File: src/pkg/pi_ctrl_pkg.sv
/*
 * Constants for the trapezoidal PI control block: data widths, gain
 * scaling, saturation bounds, task interval timing and reset values.
 * Assumes a single 125 MHz clock drives every module that imports it.
 */
package pi_ctrl_pkg;

    // ************************************************************
    // Data widths
    // ************************************************************
    localparam int DATA_W = 16;
    localparam int WIDE_W = 40;

    // ************************************************************
    // Scaling and saturation
    // ************************************************************
    localparam logic signed [WIDE_W-1:0] SUM_GAIN_UNITY   = 40'sh00_0000_0800;
    localparam logic signed [WIDE_W-1:0] LOOP_GAIN_UNITY  = 40'sh00_0000_1000;
    localparam logic signed [WIDE_W-1:0] TRAPEZOID_DIV    = 40'sh00_0000_0064;
    localparam logic signed [WIDE_W-1:0] SAT_POS          = 40'sh00_0000_7FFF;
    localparam logic signed [WIDE_W-1:0] SAT_NEG          = -40'sh00_0000_7FFF;

    // ************************************************************
    // Task interval timing
    // ************************************************************
    localparam int CLOCK_KHZ        = 125000;
    localparam int TASK_INTERVAL_MS = 20;
    localparam int TICK_CYCLES      = TASK_INTERVAL_MS * CLOCK_KHZ;
    localparam int TICK_CNT_W       = 22;

    // ************************************************************
    // Reset values
    // ************************************************************
    localparam logic signed [DATA_W-1:0] RESET_SUM_GAIN  = 16'sh0800;
    localparam logic        [DATA_W-1:0] RESET_LOOP_GAIN = 16'h1000;
    localparam logic signed [DATA_W-1:0] RESET_WORD      = 16'sh0000;

endpackage

File: src/design/task_tick_divider.sv
/*
 * Divides the system clock down to the periodic task interval and
 * emits a one-cycle enable pulse at the end of each interval.
 * Assumes a synchronous active-low reset on the same clock.
 */
`timescale 1ns/1ps
module task_tick_divider
    import pi_ctrl_pkg::*;
#(
    parameter int PERIOD_CYCLES = TICK_CYCLES
) (
    // Clock and reset
    input  wire logic clock,
    input  wire logic resetn,
    // Interval enable
    output logic      tick
);

    logic [TICK_CNT_W-1:0] count;
    logic [TICK_CNT_W-1:0] next_count;
    logic                  next_tick;

    // ************************************************************
    // Interval counter
    // ************************************************************
    always_comb begin
        next_tick  = 1'b0;
        next_count = count + 1'b1;
        if (count == TICK_CNT_W'(PERIOD_CYCLES - 1)) begin
            next_count = '0;
            next_tick  = 1'b1;
        end
    end

    always_ff @(posedge clock) begin
        if (!resetn) begin
            count <= '0;
            tick  <= 1'b0;
        end else begin
            count <= next_count;
            tick  <= next_tick;
        end
    end

endmodule

File: src/design/pi_controller_trapezoidal.sv
/*
 * Proportional-integral control block with trapezoidal integration,
 * evaluated once per task interval, with output and accumulator
 * clamping and limit flags.
 * Assumes all inputs come from logic on the same clock.
 */
`timescale 1ns/1ps
module pi_controller_trapezoidal
    import pi_ctrl_pkg::*;
#(
    parameter int PERIOD_CYCLES = TICK_CYCLES
) (
    // Clock and reset
    input  wire logic                     clock,
    input  wire logic                     resetn,
    // Linked inputs
    input  wire logic signed [DATA_W-1:0] in_pos,
    input  wire logic signed [DATA_W-1:0] in_neg,
    input  wire logic                     set_preset,
    input  wire logic signed [DATA_W-1:0] preset,
    // Parameter inputs, captured on param_load
    input  wire logic                     param_load,
    input  wire logic signed [DATA_W-1:0] summing_gain_in,
    input  wire logic        [DATA_W-1:0] integral_gain_in,
    input  wire logic        [DATA_W-1:0] proportional_gain_in,
    input  wire logic signed [DATA_W-1:0] min_limit_in,
    input  wire logic signed [DATA_W-1:0] max_limit_in,
    // Results
    output logic signed [DATA_W-1:0]      control_out,
    output logic signed [DATA_W-1:0]      in_diff,
    output logic signed [DATA_W-1:0]      proportional_term,
    output logic signed [DATA_W-1:0]      integral_accumulator,
    output logic                          low_limit_flag,
    output logic                          high_limit_flag,
    output logic                          update_done
);

    // ************************************************************
    // Arithmetic helpers
    // ************************************************************
    function automatic logic signed [WIDE_W-1:0] clamp(
        input logic signed [WIDE_W-1:0] value,
        input logic signed [WIDE_W-1:0] lo,
        input logic signed [WIDE_W-1:0] hi
    );
        logic signed [WIDE_W-1:0] r;
        r = value;
        if (value > hi) begin
            r = hi;
        end else if (value < lo) begin
            r = lo;
        end
        return r;
    endfunction

    function automatic logic signed [WIDE_W-1:0] scale(
        input logic signed [WIDE_W-1:0] value,
        input logic signed [WIDE_W-1:0] gain,
        input logic signed [WIDE_W-1:0] unity
    );
        logic signed [WIDE_W-1:0] prod;
        prod = value * gain;
        return prod / unity;
    endfunction

    // ************************************************************
    // Task tick
    // ************************************************************
    logic tick;

    task_tick_divider #(
        .PERIOD_CYCLES (PERIOD_CYCLES)
    ) u_tick (
        .clock  (clock),
        .resetn (resetn),
        .tick   (tick)
    );

    // ************************************************************
    // Parameter registers
    // ************************************************************
    logic signed [DATA_W-1:0] summing_gain;
    logic        [DATA_W-1:0] integral_gain;
    logic        [DATA_W-1:0] proportional_gain;
    logic signed [DATA_W-1:0] min_limit;
    logic signed [DATA_W-1:0] max_limit;
    logic signed [DATA_W-1:0] next_summing_gain;
    logic        [DATA_W-1:0] next_integral_gain;
    logic        [DATA_W-1:0] next_proportional_gain;
    logic signed [DATA_W-1:0] next_min_limit;
    logic signed [DATA_W-1:0] next_max_limit;

    always_comb begin
        next_summing_gain      = summing_gain;
        next_integral_gain     = integral_gain;
        next_proportional_gain = proportional_gain;
        next_min_limit         = min_limit;
        next_max_limit         = max_limit;
        if (param_load) begin
            next_summing_gain      = summing_gain_in;
            next_integral_gain     = integral_gain_in;
            next_proportional_gain = proportional_gain_in;
            next_min_limit         = min_limit_in;
            next_max_limit         = max_limit_in;
        end
    end

    always_ff @(posedge clock) begin
        if (!resetn) begin
            summing_gain      <= RESET_SUM_GAIN;
            integral_gain     <= RESET_LOOP_GAIN;
            proportional_gain <= RESET_LOOP_GAIN;
            min_limit         <= RESET_WORD;
            max_limit         <= RESET_WORD;
        end else begin
            summing_gain      <= next_summing_gain;
            integral_gain     <= next_integral_gain;
            proportional_gain <= next_proportional_gain;
            min_limit         <= next_min_limit;
            max_limit         <= next_max_limit;
        end
    end

    // ************************************************************
    // Control computation
    // ************************************************************
    logic signed [WIDE_W-1:0] diff_w;
    logic signed [WIDE_W-1:0] sum_w;
    logic signed [WIDE_W-1:0] prop_w;
    logic signed [WIDE_W-1:0] rate_w;
    logic signed [WIDE_W-1:0] acc_w;
    logic signed [WIDE_W-1:0] total_w;
    logic signed [WIDE_W-1:0] lo_w;
    logic signed [WIDE_W-1:0] hi_w;

    logic signed [DATA_W-1:0] rate_prev;
    logic signed [DATA_W-1:0] next_rate_prev;
    logic signed [DATA_W-1:0] next_control_out;
    logic signed [DATA_W-1:0] next_in_diff;
    logic signed [DATA_W-1:0] next_proportional_term;
    logic signed [DATA_W-1:0] next_integral_accumulator;
    logic                     next_low_limit_flag;
    logic                     next_high_limit_flag;

    always_comb begin
        lo_w   = WIDE_W'(min_limit);
        hi_w   = WIDE_W'(max_limit);
        diff_w = WIDE_W'(in_pos) - WIDE_W'(in_neg);
        sum_w  = clamp(scale(diff_w, WIDE_W'(summing_gain), SUM_GAIN_UNITY),
                       SAT_NEG, SAT_POS);
        prop_w = scale(sum_w, {{(WIDE_W-DATA_W){1'b0}}, proportional_gain},
                       LOOP_GAIN_UNITY);
        rate_w = scale(sum_w, {{(WIDE_W-DATA_W){1'b0}}, integral_gain},
                       LOOP_GAIN_UNITY);
        rate_w = clamp(rate_w, SAT_NEG, SAT_POS);
        if (set_preset) begin
            acc_w  = WIDE_W'(preset);
            rate_w = '0;
        end else begin
            acc_w = WIDE_W'(integral_accumulator)
                  + (rate_w + WIDE_W'(rate_prev)) / TRAPEZOID_DIV;
            acc_w = clamp(acc_w, lo_w, hi_w);
        end
        total_w = acc_w + clamp(prop_w, SAT_NEG, SAT_POS);

        next_in_diff              = in_diff;
        next_proportional_term    = proportional_term;
        next_integral_accumulator = integral_accumulator;
        next_rate_prev            = rate_prev;
        next_control_out          = control_out;
        next_low_limit_flag       = low_limit_flag;
        next_high_limit_flag      = high_limit_flag;
        if (tick) begin
            next_in_diff              = DATA_W'(clamp(diff_w, SAT_NEG, SAT_POS));
            next_proportional_term    = DATA_W'(clamp(prop_w, SAT_NEG, SAT_POS));
            next_integral_accumulator = DATA_W'(acc_w);
            next_rate_prev            = DATA_W'(rate_w);
            if (total_w > hi_w) begin
                next_control_out     = max_limit;
                next_high_limit_flag = 1'b1;
                next_low_limit_flag  = 1'b0;
            end else if (total_w < lo_w) begin
                next_control_out     = min_limit;
                next_high_limit_flag = 1'b0;
                next_low_limit_flag  = 1'b1;
            end else begin
                next_control_out     = DATA_W'(total_w);
                next_high_limit_flag = 1'b0;
                next_low_limit_flag  = 1'b0;
            end
        end
    end

    always_ff @(posedge clock) begin
        if (!resetn) begin
            in_diff              <= RESET_WORD;
            proportional_term    <= RESET_WORD;
            integral_accumulator <= RESET_WORD;
            rate_prev            <= RESET_WORD;
            control_out          <= RESET_WORD;
            low_limit_flag       <= 1'b0;
            high_limit_flag      <= 1'b0;
            update_done          <= 1'b0;
        end else begin
            in_diff              <= next_in_diff;
            proportional_term    <= next_proportional_term;
            integral_accumulator <= next_integral_accumulator;
            rate_prev            <= next_rate_prev;
            control_out          <= next_control_out;
            low_limit_flag       <= next_low_limit_flag;
            high_limit_flag      <= next_high_limit_flag;
            update_done          <= tick;
        end
    end

endmodule

File: config.mk
export PLATFORM = sky130hd
export DESIGN_NAME = pi_controller_trapezoidal
export DESIGN_NICKNAME = d
export VERILOG_FILES = /design/src/pkg/pi_ctrl_pkg.sv /design/src/design/task_tick_divider.sv /design/src/design/pi_controller_trapezoidal.sv
export SDC_FILE = /design/constraint.sdc
export NUM_CORES = 2
export LEC_CHECK = 0
export ABC_CLOCK_PERIOD_IN_PS = 98200
export BUFFER_PORTS_ARGS = -buffer_cell sky130_fd_sc_hd__clkbuf_2
export CAP_MARGIN = 30
export CORE_MARGIN = 10
export CORE_UTILIZATION = 45
export DETAILED_ROUTE_END_ITERATION = 8
export PLACE_DENSITY = 0.7
export SETUP_SLACK_MARGIN = 0.3
export SLEW_MARGIN = 25
export SYNTH_ARGS = -nofsm -noshare
export SYNTH_HDL_FRONTEND = slang
export SYNTH_SLANG_ARGS = --single-unit
File: constraint.sdc
create_clock -name clock -period 98.2 [get_ports clock]
set_input_delay 29.46 -clock clock [delete_from_list [all_inputs] [get_ports clock]]
set_output_delay 29.46 -clock clock [all_outputs]
set_load 0.01 [all_outputs]
# ---- Yosys cells after proc, flatten, opt, wreduce, memory -nomap -nowiden
# Cells that the tools add are included.
dict set report totals {
  reg_bits 186
  input_bits 132
}
dict set report classes {
  addsub 8
  n_mul 3
  div_mod_pow 1
  order_cmp 12
  eq_ne 1
  muxes 18
  n_bitwise 4
  reduce_logical 4
}
# operator n
set op_table {}
lappend op_table {{2-to-1 mux 40 bit} 9}
lappend op_table {{adder 40 x 1 -> 40 bit} 3}
lappend op_table {{greater-than comparator 40 x 16 -> 1 bit (second input constant)} 3}
lappend op_table {{< comparator 40 x 16 -> 1 bit (second input constant)} 3}
lappend op_table {{greater-than comparator 40 x 16 -> 1 bit} 2}
lappend op_table {{< comparator 40 x 16 -> 1 bit} 2}
lappend op_table {{multiplier 40 x 17 -> 40 bit} 2}
lappend op_table {{2-to-1 mux 16 bit} 5}
lappend op_table {{adder 16 x 40 -> 40 bit} 1}
lappend op_table {{adder 40 x 16 -> 40 bit} 1}
lappend op_table {{adder 40 bit} 1}
lappend op_table {{divider 40 x 8 -> 40 bit (second input constant)} 1}
lappend op_table {{multiplier 17 x 16 -> 33 bit} 1}
lappend op_table {{OR reduction 12 bit} 2}
lappend op_table {{adder 22 x 1 -> 22 bit (second input constant)} 1}
lappend op_table {{== test 22 bit (second input constant)} 1}
lappend op_table {{greater-than comparator 17 x 16 -> 1 bit (second input constant)} 1}
lappend op_table {{< comparator 17 x 16 -> 1 bit (second input constant)} 1}
lappend op_table {{subtractor 16 x 16 -> 17 bit} 1}
lappend op_table {{OR reduction 11 bit} 1}
lappend op_table {{2-to-1 mux 1 bit} 4}
lappend op_table {{AND 1 bit} 3}
lappend op_table {{OR reduction 2 bit} 1}
lappend op_table {{NOT 1 bit} 1}

# ---- Logic depth before layout (Yosys ltp)
dict set report depth {
  ltp_word 26
  depth_mapped 322
  depth_no_buf 297
}

# ---- Cells and area by module
# Synthesis repeated with hierarchy kept, for this count alone.
dict set report hier_totals {
  hier_cells 9028
  hier_area_um2 72568.3
}
# mod n_inst cells_per_inst area_per_inst_um2
set by_module_without_submodules {}
lappend by_module_without_submodules {pi_controller_trapezoidal 1 8906 71529.9}
lappend by_module_without_submodules {task_tick_divider 1 122 1038.5}

# ---- Least setup slack after synthesis
# OpenSTA, ideal clock, no wires.
dict set report synth_path {
  kind {input to register}
  startpoint {input port in_pos[0]}
  endpoint {register control_out[10]}
  setup_time_ps 128
  arrival_time_ps 91046
  required_ps 98072
  slack_ps 7027
  stages 293
  path_cell_list {inv_1 -> ha_1 -> fa_1 -> nor2b_1 -> o21ai_0 -> nand2b_1 -> a21o_1 -> a21o_1 -> a21o_1 -> a21o_1 -> a21o_1 -> a21o_1 -> a21o_1 -> a21o_1 -> a21o_1 -> a21o_1 -> a211oi_1 -> mux2_2 -> (+257 left out) -> o21bai_1 -> a21oi_1 -> o21bai_1 -> a21oi_1 -> xnor2_1 -> xnor2_1 -> ha_1 -> nand4_1 -> nor2_1 -> nor2_1 -> nand3_1 -> o21ai_0 -> buf_1 -> clkbuf_1 -> mux2i_1 -> a21oi_1 -> mux2i_1 -> nor2_1}
}
dict set report synth_via {
  elab_chain_cells 26
  elab_cells_between_ends 38
  cone_classes {7 x add/sub; 3 x mul; 1 x div; 10 x order compare; 11 x mux; 3 x bitwise; 3 x reduce/logical}
}
# item line_no
set synth_lines {}
lappend synth_lines {{start, declared} pi_controller_trapezoidal.sv:17} ;# input wire logic signed [DATA_W-1:0] in_pos,
lappend synth_lines {{subtractor 16 x 16 -> 17 bit *} pi_controller_trapezoidal.sv:148} ;# diff_w = WIDE_W'(in_pos) - WIDE_W'(in_neg);
lappend synth_lines {{multiplier 17 x 16 -> 33 bit *} pi_controller_trapezoidal.sv:62} ;# prod = value * gain;
lappend synth_lines {{OR reduction 11 bit (no source line)} -}
lappend synth_lines {{AND 1 bit (no source line)} -}
lappend synth_lines {{adder 40 x 1 -> 40 bit (no source line) *} -}
lappend synth_lines {{< comparator 40 x 16 -> 1 bit} pi_controller_trapezoidal.sv:50} ;# end else if (value < lo) begin
lappend synth_lines {{2-to-1 mux 40 bit} pi_controller_trapezoidal.sv:50}
lappend synth_lines {{2-to-1 mux 40 bit *} pi_controller_trapezoidal.sv:48} ;# if (value > hi) begin
lappend synth_lines {{(+11 left out)} -}
lappend synth_lines {{2-to-1 mux 40 bit} pi_controller_trapezoidal.sv:50}
lappend synth_lines {{2-to-1 mux 40 bit *} pi_controller_trapezoidal.sv:48}
lappend synth_lines {{2-to-1 mux 40 bit *} pi_controller_trapezoidal.sv:156} ;# if (set_preset) begin
lappend synth_lines {{via acc_w[1]} pi_controller_trapezoidal.sv:131} ;# logic signed [WIDE_W-1:0] acc_w;
lappend synth_lines {{adder 40 bit *} pi_controller_trapezoidal.sv:164} ;# total_w = acc_w + clamp(prop_w, SAT_NEG, SAT_POS);
lappend synth_lines {{< comparator 40 x 16 -> 1 bit} pi_controller_trapezoidal.sv:182} ;# end else if (total_w < lo_w) begin
lappend synth_lines {{2-to-1 mux 16 bit} pi_controller_trapezoidal.sv:182}
lappend synth_lines {{2-to-1 mux 16 bit *} pi_controller_trapezoidal.sv:178} ;# if (total_w > hi_w) begin
lappend synth_lines {{end signal, assigned} pi_controller_trapezoidal.sv:209} ;# control_out <= next_control_out;
lappend synth_lines {{end, declared} pi_controller_trapezoidal.sv:29} ;# output logic signed [DATA_W-1:0] control_out,
# The timed path passes the listed nets; every way through them passes the cells marked *.
# A chain may end at the register's enable or synchronous reset.

# ---- Final worst setup path
dict set report layout_path {
  startpoint {input port in_pos[0]}
  endpoint {register control_out[2]}
}
# Same word-level chain as after synthesis.

==> impl_metrics.env <==
export IMPL_route_detailed_drc=0
export IMPL_grt_met2_usage=0.402
export IMPL_largest_register="u_tick.count"
export IMPL_max_slew_violations=0
export IMPL_yosys_warnings=0
export IMPL_synth_async_reset_ratio=0
export IMPL_buffer_ports_inserted=198
export IMPL_cells_after_synth=9162
export IMPL_nFillCells=15691
export IMPL_gr_usage_met3=0.0441
export IMPL_largest_net_degree_at_the_start_of_global_routing=90
export IMPL_clk_pin_slew_ps=80
export IMPL_clkSinkCount=186
export IMPL_netlist_cell_type_count=145
export IMPL_final_min_period_over_clock_period=0.960
export IMPL_grt_use_met1=0.322
export IMPL_clk_path_buf_depth=2
export IMPL_drtPass1Iterations=8
export IMPL_path_max_fanout=22
export IMPL_whs_ps=466
export IMPL_finish_net_count=11069
export IMPL_grt_pass1_vias=66265
export IMPL_clock_buffers_created_by_tritoncts=17
export IMPL_slew_limit_headroom=0.0522
export IMPL_synth_area_leader_cell="sky130_fd_sc_hd__fa_1"
export IMPL_worst_setup_path_end_kind="flip-flop"
export IMPL_path_common_cell="sky130_fd_sc_hd__a21oi_1"
export IMPL_area_growth_pct=8.46
export IMPL_slowest_delay_ps=620
export IMPL_placement_rows=148
export IMPL_post_synth_main_area_contributors="sky130_fd_sc_hd__fa_1 30%, sky130_fd_sc_hd__ha_1 10%, sky130_fd_sc_hd__inv_1 7.7%, sky130_fd_sc_hd__nand2_1 5.9%, sky130_fd_sc_hd__dfxtp_1 5.1%"
export IMPL_synth_seq_cells=186
export IMPL_multi_input_comb_area_sq_um=63300
export IMPL_wl_per_cell_um=19.6
export IMPL_die_width_um=424
export IMPL_grt_pass1_wl_um=357000
export IMPL_globalplace_congestion=0.960
export IMPL_routed_via_density=5.73
export IMPL_stdcell_count=11431
export IMPL_grt_overflow=0
export IMPL_holdCritPathClass="flip-flop to flip-flop"
export IMPL_crit_path_start_kind="input port"
export IMPL_grt_busiest_layer="met2"
export IMPL_mappedNetlistArea_sq_um=73300
export IMPL_final_routed_wirelength_um=224000
export IMPL_design_die_area_sq_um=179000
export IMPL_yosysSeqAreaShare=0.0508
export IMPL_floorplan_die_height_um=424
export IMPL_clk_root_buffer_cell="sky130_fd_sc_hd__clkbuf_16"
export IMPL_grt_antenna_before_repair=2
export IMPL_fmax_ghz=0.0106
export IMPL_grt_util_all_layers=0.242
export IMPL_io_pins=199
export IMPL_cp_data_arrival_time_ps=94690
export IMPL_start_util=0.452
export IMPL_hpwlAfterDp_um=175000
export IMPL_cts_hold_buffers=0
export IMPL_finalSetupViolCount=0
export IMPL_seq_area_sq_um=3730
export IMPL_finalWorstPathRequiredPeriod_ps=94290
export IMPL_tritoncts="done"
export IMPL_slowest_stage="sky130_fd_sc_hd__o31ai_1"
export IMPL_num_vias=65474
export IMPL_run_status="completed"
export IMPL_synth_avg_cell_area_sq_um=8.00
export IMPL_timing_setup_critical_path_class="input port to flip-flop"
export IMPL_dpl_cell_count=11324
export IMPL_postSynthNetCount=10990
export IMPL_drc_violation_total_after_the_first_tritonroute_iteration=4895
export IMPL_timing_final_hold_violations=0
export IMPL_max_slew_worst_pin_slew_ps=1410
export IMPL_maxCapViolCount=0
export IMPL_fin_skew_ps=42.2
export IMPL_critPathRequiredTime_ps=98600
export IMPL_ant_nets=0
export IMPL_synth_top_flop_cell="sky130_fd_sc_hd__dfxtp_1"
export IMPL_fraction_of_final_layout_cells_sized_beyond_drive_strength_1=0.0924
export IMPL_fp_coreArea_sq_um=162000
export IMPL_synth_top_area_share=0.304
export IMPL_clock_latency_late_sink_ps=580
export IMPL_cts_htree_levels=4
export IMPL_largest_register_ff_count=22
export IMPL_synth_edff_count=0
cells by family (layout without fill, tap and decap cells):
kind of cell / count (synthesis) / count (layout) / share of synthesized area
fa+ha+maj: 1708 / 1708 / 0.405
other cells: 0 / 2 / 0
simple gates: 2849 / 2849 / 0.189
buf+inv: 1951 / 2038 / 0.101
compound gates: 1813 / 1817 / 0.171
flops: 186 / 186 / 0.0508
xor+xnor: 479 / 480 / 0.0580
mux: 176 / 176 / 0.0247
cell type report:
class                   count  area share
repair buffers            493      0.0428
clock buffers              18     0.00540
inverters                1513      0.0716
clock inverters            14     0.00252
well taps                2175      0.0342
multi-input cells        7030       0.797
diodes                      2   0.0000630
flip-flops and latches    186      0.0469
through the flow:
stage               setup WS, ps  area (sq um)  utilization  setup TNS (ps)
finish                      3910         79500        0.490               0
global route                -187         79500        0.490           -1890
CTS                          310         77800        0.480               0
detailed placement         -41.9         77200        0.476            -240
global placement            1570         77100        0.475               0
floorplan                   7030         73300            -               0
routing by layer:
metal / wire (um) / vias to the layer above
met5: 0 / -
met2: 104000 / 2492
met3: 17400 / 353
met4: 6840 / 0
li1: - / 30151
met1: 95100 / 32478
repair_timing:
item	4_1_cts	5_1_grt
hold endpoints to repair	0	0
buffers inserted	0	59
endpoints found under the setup margin	0	18
resized for setup	0	206
cells in the mapped netlist (98+ instances only):
| master | instances |
|---|---|
| sky130_fd_sc_hd__nand2_1 | 1160 |
| sky130_fd_sc_hd__a21o_1 | 117 |
| sky130_fd_sc_hd__ha_1 | 584 |
| sky130_fd_sc_hd__inv_1 | 1511 |
| sky130_fd_sc_hd__nor3_1 | 111 |
| sky130_fd_sc_hd__dfxtp_1 | 186 |
| sky130_fd_sc_hd__xor2_1 | 170 |
| sky130_fd_sc_hd__o21ai_0 | 292 |
| sky130_fd_sc_hd__mux2i_1 | 151 |
| sky130_fd_sc_hd__nand3_1 | 124 |
| sky130_fd_sc_hd__nor2_1 | 426 |
| sky130_fd_sc_hd__a21oi_1 | 481 |
| sky130_fd_sc_hd__xnor2_1 | 304 |
| sky130_fd_sc_hd__fa_1 | 1112 |
| sky130_fd_sc_hd__and2_1 | 466 |
| sky130_fd_sc_hd__nor2b_1 | 98 |
| sky130_fd_sc_hd__clkbuf_1 | 368 |
path summary, 6_finish.rpt:
path                                 startpoint        endpoint  slack [ps]  cells after the start
worst min-delay path                in_diff[10]     in_diff[10]         470                      2
worst max-delay path                  in_pos[0]  control_out[2]        3910                    291
worst min register to register      in_diff[10]     in_diff[10]         470                      2
worst max register to register  summing_gain[9]  control_out[2]       35180                    271
worst max-delay path, delay by kind of cell:
family	cells	cell delay, ps
buffers and inverters	22	2970
AOI/OAI and AO/OA	164	33880
and+or+nand+nor	57	11890
muxes	9	2830
adders and majority gates	28	11220
xor gates and xnor gates	11	2330
cell usage in the layout (no fill, tap or decap), types with 22 or more instances in the layout:
| cell | count |
|---|---|
| sky130_fd_sc_hd__inv_1 | 1507 |
| sky130_fd_sc_hd__nand2_1 | 1158 |
| sky130_fd_sc_hd__fa_1 | 1111 |
| sky130_fd_sc_hd__ha_1 | 567 |
| sky130_fd_sc_hd__a21oi_1 | 467 |
| sky130_fd_sc_hd__and2_1 | 464 |
| sky130_fd_sc_hd__nor2_1 | 421 |
| sky130_fd_sc_hd__xnor2_1 | 292 |
| sky130_fd_sc_hd__o21ai_0 | 272 |
| sky130_fd_sc_hd__buf_4 | 266 |
| sky130_fd_sc_hd__clkbuf_2 | 197 |
| sky130_fd_sc_hd__dfxtp_1 | 182 |
| sky130_fd_sc_hd__xor2_1 | 169 |
| sky130_fd_sc_hd__mux2i_1 | 150 |
| sky130_fd_sc_hd__nand3_1 | 122 |
| sky130_fd_sc_hd__a21o_1 | 117 |
| sky130_fd_sc_hd__nor3_1 | 104 |
| sky130_fd_sc_hd__nor2b_1 | 98 |
| sky130_fd_sc_hd__o21bai_1 | 95 |
| sky130_fd_sc_hd__nand4_1 | 86 |
| sky130_fd_sc_hd__o21a_1 | 85 |
| sky130_fd_sc_hd__nand2b_1 | 82 |
| sky130_fd_sc_hd__o211ai_1 | 79 |
| sky130_fd_sc_hd__o21ai_1 | 55 |
| sky130_fd_sc_hd__a31oi_1 | 54 |
| sky130_fd_sc_hd__a211oi_1 | 53 |
| sky130_fd_sc_hd__and3_1 | 52 |
| sky130_fd_sc_hd__or3_1 | 40 |
| sky130_fd_sc_hd__nor4_1 | 31 |
| sky130_fd_sc_hd__a211o_1 | 29 |
| sky130_fd_sc_hd__a21boi_0 | 25 |
| sky130_fd_sc_hd__a22oi_1 | 24 |
| sky130_fd_sc_hd__o31ai_1 | 22 |
Power is left out: the tool's default activity adds up to more than one toggle a clock period on the data nets, which glitch-free logic cannot reach.
